File: config.mk
export PLATFORM = sky130hd
export DESIGN_NAME = ass_sequencer
export DESIGN_NICKNAME = d
export VERILOG_FILES = /design/src/verilog/ass_pkg.sv /design/src/verilog/ass_fifo.sv /design/src/verilog/ass_sequencer.sv
export SDC_FILE = /design/constraint.sdc
export NUM_CORES = 1
export LEC_CHECK = 0
export ABC_AREA = 1
export BUFFER_PORTS_ARGS = -buffer_cell sky130_fd_sc_hd__buf_2
export CORE_UTILIZATION = 30
export CTS_BUF_LIST = sky130_fd_sc_hd__clkbuf_16
export CTS_CLUSTER_SIZE = 20
export DETAILED_ROUTE_END_ITERATION = 7
export SLEW_MARGIN = 25
export SYNTH_ARGS = -nofsm -noshare
export SYNTH_HDL_FRONTEND = slang
export SYNTH_SLANG_ARGS = --single-unit
File: constraint.sdc
create_clock -name ref_clk -period 6.05 [get_ports ref_clk]
set_input_delay 0 -clock ref_clk [delete_from_list [all_inputs] [get_ports ref_clk]]
set_output_delay 0 -clock ref_clk [all_outputs]
set_load 0.1 [all_outputs]
File: src/verilog/ass_pkg.sv
// package of constants for the sample sequencer
package ass_pkg;
	localparam int unsigned CLK_HZ        = 50_000_000;
	localparam int unsigned CHAN_W        = 4;
	localparam int unsigned DATA_W        = 16;
	localparam int unsigned FIFO_DEPTH    = 48;
	localparam int unsigned FIFO_AW       = 6;
	// intersample gap within a scan, in nanoseconds
	localparam int unsigned GAP_MIN_NS    = 5_000;
	localparam int unsigned GAP_MAX_NS    = 20_000;
	localparam int unsigned GAP_MIN_CYC   = (GAP_MIN_NS * (CLK_HZ / 1_000_000)
		+ 999) / 1000;
	localparam int unsigned GAP_MAX_CYC   = GAP_MAX_NS * (CLK_HZ / 1_000_000)
		/ 1000;
	localparam int unsigned GAP_W         = 10;

	// register offsets
	localparam logic [3:0] REG_CTRL       = 4'h0;
	localparam logic [3:0] REG_RANGE      = 4'h1;
	localparam logic [3:0] REG_THRESH     = 4'h2;
	localparam logic [3:0] REG_GAP        = 4'h3;
	localparam logic [3:0] REG_STATUS     = 4'h4;
	localparam logic [3:0] REG_DATA       = 4'h5;
	localparam logic [3:0] REG_COUNT      = 4'h6;

	// control bits
	localparam int unsigned CTRL_RUN      = 0;
	localparam int unsigned CTRL_SCAN     = 1;
	localparam int unsigned CTRL_FIFO     = 2;
	localparam int unsigned CTRL_IRQ_CLR  = 3;
	localparam int unsigned CTRL_OVF_CLR  = 4;
	// status bits
	localparam int unsigned ST_IRQ        = 0;
	localparam int unsigned ST_OVF        = 1;
	localparam int unsigned ST_BUSY       = 2;
	localparam int unsigned ST_EMPTY      = 3;
	localparam int unsigned ST_FULL       = 4;
	localparam int unsigned RANGE_HI_LSB  = 8;

	localparam logic [7:0]  RST_THRESH    = 8'h01;
	localparam logic [GAP_W-1:0] RST_GAP  = GAP_W'(GAP_MIN_CYC);

	typedef enum logic [1:0] {
		ASS_IDLE,
		ASS_CONV,
		ASS_GAP
	} ass_state_t;
endpackage

File: src/verilog/ass_fifo.sv
// first-in first-out store for conversion results
`timescale 1ns/1ns
module ass_fifo #(
	parameter int unsigned WIDTH = 16,
	parameter int unsigned DEPTH = 48,
	parameter int unsigned AW    = 6
) (
	input  wire logic             ref_clk,
	input  wire logic             srst,
	input  wire logic             clk_en,
	input  wire logic             flush,
	input  wire logic             wr_valid,
	input  wire logic [WIDTH-1:0] wr_data,
	input  wire logic             rd_ready,
	output logic      [WIDTH-1:0] rd_data,
	output logic                  full,
	output logic                  empty,
	output logic      [AW:0]      count
);
	logic [WIDTH-1:0] mem [DEPTH];
	logic [AW-1:0]    wr_ptr;
	logic [AW-1:0]    rd_ptr;
	logic             do_wr;
	logic             do_rd;

	assign full  = (count == (AW+1)'(DEPTH));
	assign empty = (count == '0);
	assign do_wr = wr_valid && !full;
	assign do_rd = rd_ready && !empty;
	assign rd_data = mem[rd_ptr];

	function automatic logic [AW-1:0] bump(input logic [AW-1:0] p);
		bump = (p == AW'(DEPTH - 1)) ? '0 : p + 1'b1;
	endfunction

	always_ff @(posedge ref_clk) begin
		if (clk_en && do_wr) begin
			mem[wr_ptr] <= wr_data;
		end
	end

	always_ff @(posedge ref_clk) begin
		if (srst || (clk_en && flush)) begin
			wr_ptr <= '0;
			rd_ptr <= '0;
			count  <= '0;
		end else if (clk_en) begin
			if (do_wr) begin
				wr_ptr <= bump(wr_ptr);
			end
			if (do_rd) begin
				rd_ptr <= bump(rd_ptr);
			end
			count <= count + (AW+1)'(do_wr) - (AW+1)'(do_rd);
		end
	end
endmodule // ass_fifo

File: src/verilog/ass_sequencer.sv
// conversion sequencer: channel rotation, scans, fifo and interrupt request
//
// Implementation choices: the address map and the strobed register port.
`timescale 1ns/1ns
module ass_sequencer
	import ass_pkg::*;
#(
	parameter int unsigned CW    = ass_pkg::CHAN_W,
	parameter int unsigned DW    = ass_pkg::DATA_W,
	parameter int unsigned DEPTH = ass_pkg::FIFO_DEPTH,
	parameter int unsigned AW    = ass_pkg::FIFO_AW
) (
	input  wire logic          ref_clk,
	input  wire logic          srst,
	input  wire logic          clk_en,
	// register port
	input  wire logic [3:0]    reg_addr,
	input  wire logic [31:0]   reg_wdata,
	input  wire logic          reg_wr,
	input  wire logic          reg_rd,
	output logic      [31:0]   reg_rdata,
	// conversion clock and converter
	input  wire logic          conv_tick,
	output logic               conv_start,
	output logic      [CW-1:0] conv_chan,
	input  wire logic          conv_done,
	input  wire logic [DW-1:0] conv_data,
	// interrupt request level
	output logic               irq
);
	logic             run;
	logic             scan_mode;
	logic             fifo_en;
	logic [CW-1:0]    low_chan;
	logic [CW-1:0]    high_chan;
	logic [7:0]       thresh;
	logic [GAP_W-1:0] gap_cyc;
	logic [CW-1:0]    cur_chan;
	logic [GAP_W-1:0] gap_cnt;
	logic             irq_flag;
	logic             ovf_flag;
	logic [DW-1:0]    last_data;
	logic [15:0]      sample_cnt;
	ass_state_t       state;
	ass_state_t       next_state;

	logic             ctrl_wr;
	logic             scan_last;
	logic             result_in;
	logic             fifo_full;
	logic             fifo_empty;
	logic [AW:0]      fifo_count;
	logic [DW-1:0]    fifo_rdata;
	logic             fifo_pop;
	logic             irq_set;
	logic             thresh_hit;

	function automatic logic [CW-1:0] next_chan(input logic [CW-1:0] c,
		input logic [CW-1:0] lo, input logic [CW-1:0] hi);
		next_chan = (c >= hi || c < lo) ? lo : c + 1'b1;
	endfunction

	function automatic logic reg_hit(input logic [3:0] a,
		input logic [3:0] off);
		reg_hit = (a == off);
	endfunction

	assign ctrl_wr    = clk_en && reg_wr && reg_hit(reg_addr, REG_CTRL);
	assign scan_last  = (cur_chan >= high_chan);
	assign result_in  = (state == ASS_CONV) && conv_done;
	assign fifo_pop   = clk_en && reg_rd && reg_hit(reg_addr, REG_DATA)
		&& fifo_en;
	assign conv_chan  = cur_chan;
	assign irq        = irq_flag;

	// control and configuration registers
	always_ff @(posedge ref_clk) begin
		if (srst) begin
			run       <= 1'b0;
			scan_mode <= 1'b0;
			fifo_en   <= 1'b0;
			low_chan  <= '0;
			high_chan <= '0;
			thresh    <= RST_THRESH;
			gap_cyc   <= RST_GAP;
		end else if (clk_en && reg_wr) begin
			case (reg_addr)
			REG_CTRL: begin
				run       <= reg_wdata[CTRL_RUN];
				scan_mode <= reg_wdata[CTRL_SCAN];
				fifo_en   <= reg_wdata[CTRL_FIFO];
			end
			REG_RANGE: begin
				low_chan  <= reg_wdata[CW-1:0];
				high_chan <= reg_wdata[RANGE_HI_LSB +: CW];
			end
			REG_THRESH: begin
				// zero would be met by every result, so it is held at one
				thresh <= (reg_wdata[7:0] == '0) ? RST_THRESH
					: reg_wdata[7:0];
			end
			REG_GAP: begin
				// clamp to the supported intersample window
				if (reg_wdata[GAP_W-1:0] < GAP_W'(GAP_MIN_CYC)) begin
					gap_cyc <= GAP_W'(GAP_MIN_CYC);
				end else if (reg_wdata[GAP_W-1:0] > GAP_W'(GAP_MAX_CYC)) begin
					gap_cyc <= GAP_W'(GAP_MAX_CYC);
				end else begin
					gap_cyc <= reg_wdata[GAP_W-1:0];
				end
			end
			default: begin
			end
			endcase
		end
	end

	// sequencing: ticks arriving while busy are dropped
	always_comb begin
		next_state = state;
		case (state)
		ASS_IDLE: begin
			if (run && conv_tick) begin
				next_state = ASS_CONV;
			end
		end
		ASS_CONV: begin
			if (conv_done) begin
				if (scan_mode && !scan_last) begin
					next_state = ASS_GAP;
				end else begin
					next_state = ASS_IDLE;
				end
			end
		end
		ASS_GAP: begin
			if (gap_cnt == '0) begin
				next_state = ASS_CONV;
			end
		end
		default: next_state = ASS_IDLE;
		endcase
	end

	always_ff @(posedge ref_clk) begin
		if (srst) begin
			state <= ASS_IDLE;
		end else if (clk_en) begin
			state <= run ? next_state : ASS_IDLE;
		end
	end

	always_ff @(posedge ref_clk) begin
		if (srst) begin
			conv_start <= 1'b0;
		end else if (clk_en) begin
			conv_start <= run && (next_state == ASS_CONV)
				&& (state != ASS_CONV);
		end
	end

	always_ff @(posedge ref_clk) begin
		if (srst) begin
			gap_cnt <= '0;
		end else if (clk_en) begin
			if (result_in) begin
				gap_cnt <= gap_cyc - 1'b1;
			end else if (state == ASS_GAP && gap_cnt != '0) begin
				gap_cnt <= gap_cnt - 1'b1;
			end
		end
	end

	// channel pointer
	always_ff @(posedge ref_clk) begin
		if (srst) begin
			cur_chan <= '0;
		end else if (clk_en) begin
			if (!run || (reg_wr && reg_hit(reg_addr, REG_RANGE))) begin
				cur_chan <= reg_wr && reg_hit(reg_addr, REG_RANGE)
					? reg_wdata[CW-1:0] : low_chan;
			end else if (state == ASS_IDLE && scan_mode && conv_tick) begin
				cur_chan <= low_chan;
			end else if (result_in) begin
				// scan ends back at low, single rotates
				cur_chan <= next_chan(cur_chan, low_chan,
					high_chan);
			end
		end
	end

	ass_fifo #(
		.WIDTH (DW),
		.DEPTH (DEPTH),
		.AW    (AW)
	) u_fifo (
		.ref_clk  (ref_clk),
		.srst     (srst),
		.clk_en   (clk_en),
		.flush    (!fifo_en),
		.wr_valid (result_in && fifo_en),
		.wr_data  (conv_data),
		.rd_ready (fifo_pop),
		.rd_data  (fifo_rdata),
		.full     (fifo_full),
		.empty    (fifo_empty),
		.count    (fifo_count)
	);

	// latest result for the fifo-less path
	always_ff @(posedge ref_clk) begin
		if (srst) begin
			last_data <= '0;
		end else if (clk_en && result_in && !fifo_en) begin
			last_data <= conv_data;
		end
	end

	always_ff @(posedge ref_clk) begin
		if (srst) begin
			sample_cnt <= '0;
		end else if (clk_en && result_in) begin
			sample_cnt <= sample_cnt + 1'b1;
		end
	end

	// widened so a large threshold is never cut down to a small one
	assign thresh_hit = (9'(fifo_count) >= 9'(thresh))
		|| (result_in && 9'(fifo_count) + 9'h001 >= 9'(thresh));

	// interrupt request sources
	always_comb begin
		irq_set = 1'b0;
		if (result_in) begin
			if (!fifo_en) begin
				irq_set = !scan_mode || scan_last;
			end else begin
				// a scan completes before the threshold may fire
				irq_set = thresh_hit && (!scan_mode || scan_last);
			end
		end
	end

	// set wins over a clear in the same cycle
	always_ff @(posedge ref_clk) begin
		if (srst) begin
			irq_flag <= 1'b0;
		end else if (clk_en) begin
			if (irq_set) begin
				irq_flag <= 1'b1;
			end else if (ctrl_wr && reg_wdata[CTRL_IRQ_CLR]) begin
				irq_flag <= 1'b0;
			end
		end
	end

	always_ff @(posedge ref_clk) begin
		if (srst) begin
			ovf_flag <= 1'b0;
		end else if (clk_en) begin
			if (result_in && fifo_en && fifo_full) begin
				ovf_flag <= 1'b1;
			end else if (ctrl_wr && reg_wdata[CTRL_OVF_CLR]) begin
				ovf_flag <= 1'b0;
			end
		end
	end

	// read data, one cycle after the strobe
	always_ff @(posedge ref_clk) begin
		if (srst) begin
			reg_rdata <= '0;
		end else if (clk_en) begin
			reg_rdata <= '0;
			if (reg_rd) begin
				case (reg_addr)
				REG_CTRL: begin
					reg_rdata[CTRL_RUN]  <= run;
					reg_rdata[CTRL_SCAN] <= scan_mode;
					reg_rdata[CTRL_FIFO] <= fifo_en;
				end
				REG_RANGE: begin
					reg_rdata[CW-1:0] <= low_chan;
					reg_rdata[RANGE_HI_LSB +: CW] <= high_chan;
				end
				REG_THRESH: reg_rdata[7:0] <= thresh;
				REG_GAP: reg_rdata[GAP_W-1:0] <= gap_cyc;
				REG_STATUS: begin
					reg_rdata[ST_IRQ]   <= irq_flag;
					reg_rdata[ST_OVF]   <= ovf_flag;
					reg_rdata[ST_BUSY]  <= (state != ASS_IDLE);
					reg_rdata[ST_EMPTY] <= fifo_empty;
					reg_rdata[ST_FULL]  <= fifo_full;
				end
				REG_DATA: reg_rdata[DW-1:0] <= fifo_en ? fifo_rdata
					: last_data;
				REG_COUNT: begin
					reg_rdata[AW:0]   <= fifo_count;
					reg_rdata[31:16]  <= sample_cnt;
				end
				default: reg_rdata <= '0;
				endcase
			end
		end
	end
endmodule // ass_sequencer

Word-level counts from Yosys, hierarchy flattened
Memories as Yosys holds them, arrays and structs flattened. A register that Yosys moved wholly into a read port is not among the register bits. Index checks and enable logic that the tools add are counted.

Register bits after elaboration: 131. RAM bits: 768. Output and inout port bits: 38. Word-level logic and storage cells: 145. Memories: 1.

Add/sub/neg operators: 9. $lt $le $gt $ge: 6. Eq/ne operators: 13. Mux-type cells: 39. Reduce and logical (&&, ||, !) cells: 58.

Memory list: u_fifo.mem (depth 48, width 16, read ports 1, clocked after Yosys merged registers in 1, wr ports 1, RTL line ass_fifo.sv:20) `logic [WIDTH-1:0] mem [DEPTH];`.

Operator list (count): $mux W10 (4); $mux W16 (2); $mux W32 (1); $logic_and A1 B1 Y1 (26); $mux W4 (6); $mux W6 (4); $pmux W3 S7 (1); $reduce_and A2 Y1 (10); $sub A10 B1 Y10 const B (2); $add A16 B1 Y16 const B (1); $add A6 B1 Y6 const B (2); $eq A4 B3 Y1 const B (3); $eq A6 B6 Y1 const B (2); $pmux W2 S3 (2); $gt A10 B10 Y1 const B (1); $logic_not A10 Y1 (1); $lt A10 B8 Y1 const B (1); $mux W2 (5); $reduce_bool A10 Y1 (1); $add A7 B1 Y8 const B (1); $eq A4 B2 Y1 const B (2); $ge A7 B8 Y1 (1); $ge A8 B8 Y1 (1); $logic_not A8 Y1 (1); other kinds (24) (44).

Depth between registers and ports, before layout
Depth in word-level cells: 9. Gate-level depth with buffers: 19. Gate-level depth less buffers: 19.

By module
Synthesis repeated with hierarchy kept, for this count alone.

Cell total of the unflattened synthesis: 3579. Area, all modules: 38310.5 um2.

By module, submodules not included: ass_fifo (times used 1, cells an instance 2723, area an instance 32361.0 um2); ass_sequencer (times used 1, cells an instance 856, area an instance 5949.5 um2).

Worst setup path after synthesis
OpenSTA, ideal clock, no wires.

Path type: reg2reg. Start: register u_fifo.count[2]. End: register u_fifo.count[6]. Library setup time: 115 ps. Arrival: 2870 ps. Data required time: 5935 ps. Setup slack: 3064 ps. Stages on the path, launching flop included: 20. Buffers on the path: 0. Cell sequence: dfxtp_1 inv_1 ha_1 nand2_1 inv_1 nand3_1 nand3_1 inv_1 ha_1 inv_1 ha_1 inv_1 fa_1 o21ai_0 a21oi_1 nor2_1 nor2_1 xor2_1 o21ai_0 inv_1.

Cells in the longest elaborated chain, start to end: 5. Elaborated cells on any way between the ends: 8. Classes of those cells: 2 x add/sub; 1 x eq/ne; 5 x reduce/logical.

Ends and longest elaborated chain: start, declared (RTL line ass_fifo.sv:18) `output logic [AW:0] count`; start signal, assigned (RTL line ass_fifo.sv:54) `count <= count + (AW+1)'(do_wr) - (AW+1)'(do_rd);`; $eq A7 B6 Y1 (RTL line ass_fifo.sv:26) `assign full = (count == (AW+1)'(DEPTH));`; $logic_not A1 Y1 (RTL line ass_fifo.sv:28) `assign do_wr = wr_valid && !full;`; $logic_and A1 B1 Y1 (RTL line ass_fifo.sv:28); $add A7 B1 Y7 (RTL line ass_fifo.sv:54); $sub A7 B1 Y7 * (RTL line ass_fifo.sv:54).

Every way passes the cells marked *; elsewhere a longest branch is shown, timed or not. A chain may end at the register's enable or synchronous reset.

Worst setup path in the final report
Start: register fifo_en. End: memory u_fifo.mem[25][13] (enable).

Cells in the longest elaborated chain, start to end: 5.

Ends and longest elaborated chain: start, declared (RTL line ass_sequencer.sv:33) `logic fifo_en;`; start signal, assigned (RTL line ass_sequencer.sv:91) `fifo_en <= reg_wdata[CTRL_FIFO];`; $logic_and A1 B1 Y1 (RTL line ass_sequencer.sv:201) `.wr_valid (result_in && fifo_en),`; $logic_and A1 B1 Y1 (RTL line ass_fifo.sv:28); $logic_and A1 B1 Y1 (RTL line ass_fifo.sv:37) `if (clk_en && do_wr) begin`; $mux W1 (RTL line ass_fifo.sv:37); $mux W1 (implied by the code) (RTL line ass_fifo.sv:38) `mem[wr_ptr] <= wr_data;`; end, declared (RTL line ass_fifo.sv:20).

Every way passes these cells.

==> flow_summary_export.csv <==
group,metric,value,unit
synth,yosysMostFrequentCell,"nand2_1",
floorplan,core-area,0.1264,mm2
global_routing,grt-ovfl-total,0,
clocking,cts_tree,"done",
sta,max-slew-margin-rel,24.34,%
worst_setup_path,worstSetupPathType,"reg -> reg",
sta,finalSetupViolCount,0,
clocking,cts_buffers,94,
global_routing,grt_first_pass_wirelength,151500,um
clocking,cts.sinks,905,
synth,seq_area_frac_synth,67.15,%
drt,avgRoutedWirePerCell,18.35,um
synth,avgSynthCellArea,10.65,um2
power,peakVddDrop,234.7,uV
clocking,htreeDepth,3,
synth,synth-async-reset-ratio,0,%
global_routing,grt_util_met2,24.64,%
drt,firstDrtPassIters,6,
floorplan,std_cell_rows,130,
global_routing,antenna_found_initial,1,
run_status,status,"completed",
layout,antennaDiodeCount,0,
floorplan,start_util,30.41,%
power,total_power,12.65,mW
synth,netlist_top_cells_area,"edfxtp_1 60%, nand2_1 8.6%, dfxtp_1 7.1%",
sta,post-route-period-util,65.91,%
synth,synth_warnings,0,
floorplan,ioPinCount,97,
layout,layout.nets,3794,
global_routing,grt_max_degree,206,
clocking,clk_path_buf_depth,3,
global_routing,grt_use_met3,2.358,%
synth,ys_types,50,
layout,drive_above_1_share,8.389,%
sta,period_minus_slack,3.988,ns
worst_setup_path,end_kind,"register",
power,p_leak,15.92,nW
sta,final-max-slew-violation-count,0,
drt,antenna_left,0,
synth,synth_top_area_share,60.01,%
global_routing,top_usage_layer,"met2",
sta,tightest_slew,1.135,ns
drt,first_iter_violations,2284,
hold_path,hold_path.class,"in -> reg",
synth,synth_nets,3712,
place,dp_hpwl,55330,um
drt,avgViaCountPerCell,4.844,
global_routing,met1_usage,19.85,%
worst_setup_path,worstPathRequired,6.41,ns
synth,synth_ff_type,"edfxtp_1",
global_routing,grt_pass1_vias,24800,
clocking,cts_root_buf,"clkbuf_16",
layout,fillers,12290,
job,drv_cap,0,
sta,max_freq,250.8,MHz
clocking,path_clk_slew,0.07,ns
synth,synth_commonest_cells,"880 x nand2_1, 768 x edfxtp_1, 460 x nand3_1",
power,p_per_area,287.9,mW/mm2
drt,finalWirelength,99410,um
sta,finalHoldViolCount,0,
place,finalWeightedCongestion,0.8824,
place,placed_cell_area,0.04047,mm2
worst_setup_path,critPathMaxFanout,30,
floorplan,die_w,359.9,um
drt,num_vias,26240,
clocking,clk_latency,0.69,ns
worst_setup_path,worstSetupStartpointType,"register",
sta,rsz0062_at_grt,"no",
sta,fin_tns_setup,0,ns
place,portBuffers,76,
layout,syn_to_final_growth,14.28,%
synth,synth_area,0.03843,mm2
drt,drc_errors,0,
synth,synth_cells,3609,
sta,finalClockSkew,0.05951,ns
global_routing,grt_util_all_layers,15.06,%
floorplan,die_area,0.1295,mm2
layout,final_area,0.04392,mm2
worst_setup_path,worstPathArrival,4.35,ns
floorplan,die_y,359.9,um
clocking,cts_resized,0,
layout,final_util,34.75,%
synth,ys_ff_latch,905,
synth,yosysTopAreaCell,"edfxtp_1",
synth,synth-edff-count,768,
[registers in the layout, summed over array words and instances, names as in the netlist, 7 cells and up, named ones only]
| register | flops |
|---|---|
| thresh | 8 |
| u_fifo.mem | 768 |
| u_fifo.count | 7 |
| gap_cnt | 10 |
| last_data | 16 |
| sample_cnt | 16 |
| reg_rdata | 32 |
| gap_cyc | 10 |
[worst max-delay path: stages (launching register included)]
cell      delay, ns
dfxtp_1        0.59
clkinv_1       0.89
nor3_4         0.52
nand2_4        0.14
nor2_1         0.18
nand3_1        0.45
nor2_1         0.59
buf_4          0.32
[layout by cell type (no fill, tap or decap), types with 3 or more instances in the layout]
cell type	synthesis	final
buf_4	36	67
ha_1	43	43
or2_2	5	5
dfxtp_4	0	3
clkinv_16	0	4
nor4_1	3	3
nor2_1	285	285
o21ai_0	239	239
nand3_1	460	460
clkinv_1	2	28
clkbuf_16	0	95
nand2_4	3	3
a31oi_1	14	14
bufinv_16	0	6
xor2_1	14	14
inv_1	232	252
buf_2	69	69
nor2_4	6	6
a21oi_1	154	153
edfxtp_1	768	768
nand4_1	7	7
inv_2	8	7
dfxtp_1	137	133
o22ai_1	20	20
nand2_1	880	880
nand2_2	3	3
xnor2_1	3	3
buf_12	0	6
a21oi_2	2	3
dlygate4sd3_1	0	39
o21ai_2	3	3
nor3b_1	3	3
o211ai_1	40	40
o21a_1	6	6
clkinv_2	0	13
o21ai_1	10	10
nor2_2	5	5
o221ai_1	20	20
nor3_1	17	15
[what timing repair did]
item,CTS,global route
endpoints found under the hold margin,68,367
setup buffers,0,0
hold buffers,31,8
[path summary, 6_finish.rpt]
| check | from | end | slack [ns] | cells past startpoint |
|---|---|---|---|---|
| worst min-delay path | conv_data[10] | u_fifo.mem[21][10] | 0.03 | 1 |
| worst max-delay path | fifo_en | u_fifo.mem[25][13] | 2.06 | 7 |
| worst min register to register | last_data[14] | last_data[14] | 0.46 | 2 |
| worst max register to register | fifo_en | u_fifo.mem[25][13] | 2.06 | 7 |
[layer usage]
| layer | part of all wire, % | wire length [um] |
|---|---|---|
| met1 | 43 | 42710 |
| met5 | 0 | 0 |
| met2 | 47 | 47080 |
| met3 | 6.3 | 6264 |
| met4 | 3.4 | 3353 |
[kinds of logic after synthesis]
kind of cell	share of synthesized area, %
simple gates	18.51
mux	0.02605
buf+inv	4.975
flops	67.15
fa+ha+maj	1.452
compound gates	7.505
xor+xnor	0.3875
[metrics by stage]
stage | std cells | setup slack [ns] | hold slack, ns
final | 5417 | 2.062 | 0.03204
after global routing | 5417 | 1.803 | 0.05879
after CTS | 5408 | 2.416 | 0.01266
after detailed placement | 5205 | 2.423 | 0.3047
after global placement | 5205 | 2.455 | 0.2878
after floorplan | 3609 | 3.064 | 0.09887
[report_power, final]
| group | internal [mW] | switching, mW | total (mW) | leakage [nW] |
|---|---|---|---|---|
| logic | 0.0637 | 0.205 | 0.269 | 6.37 |
| clock network | 3.14 | 2.47 | 5.61 | 1.55 |
| registers | 6.76 | 0.00759 | 6.77 | 8.01 |
| total | 9.96 | 2.68 | 12.6 | 15.9 |
[area by class of cell]
type / instances / area (um2) / area share [%]
clock buffer: 95 / 2377 / 5.413
clock inverter: 77 / 636.9 / 1.450
inverter: 244 / 934.6 / 2.128
multi-input combinational: 2265 / 10730 / 24.43
sequential: 905 / 25820 / 58.79
tap: 1650 / 2064 / 4.701
timing repair buffer: 181 / 1359 / 3.094
No activity file was read; power rests on OpenSTA's default activity.
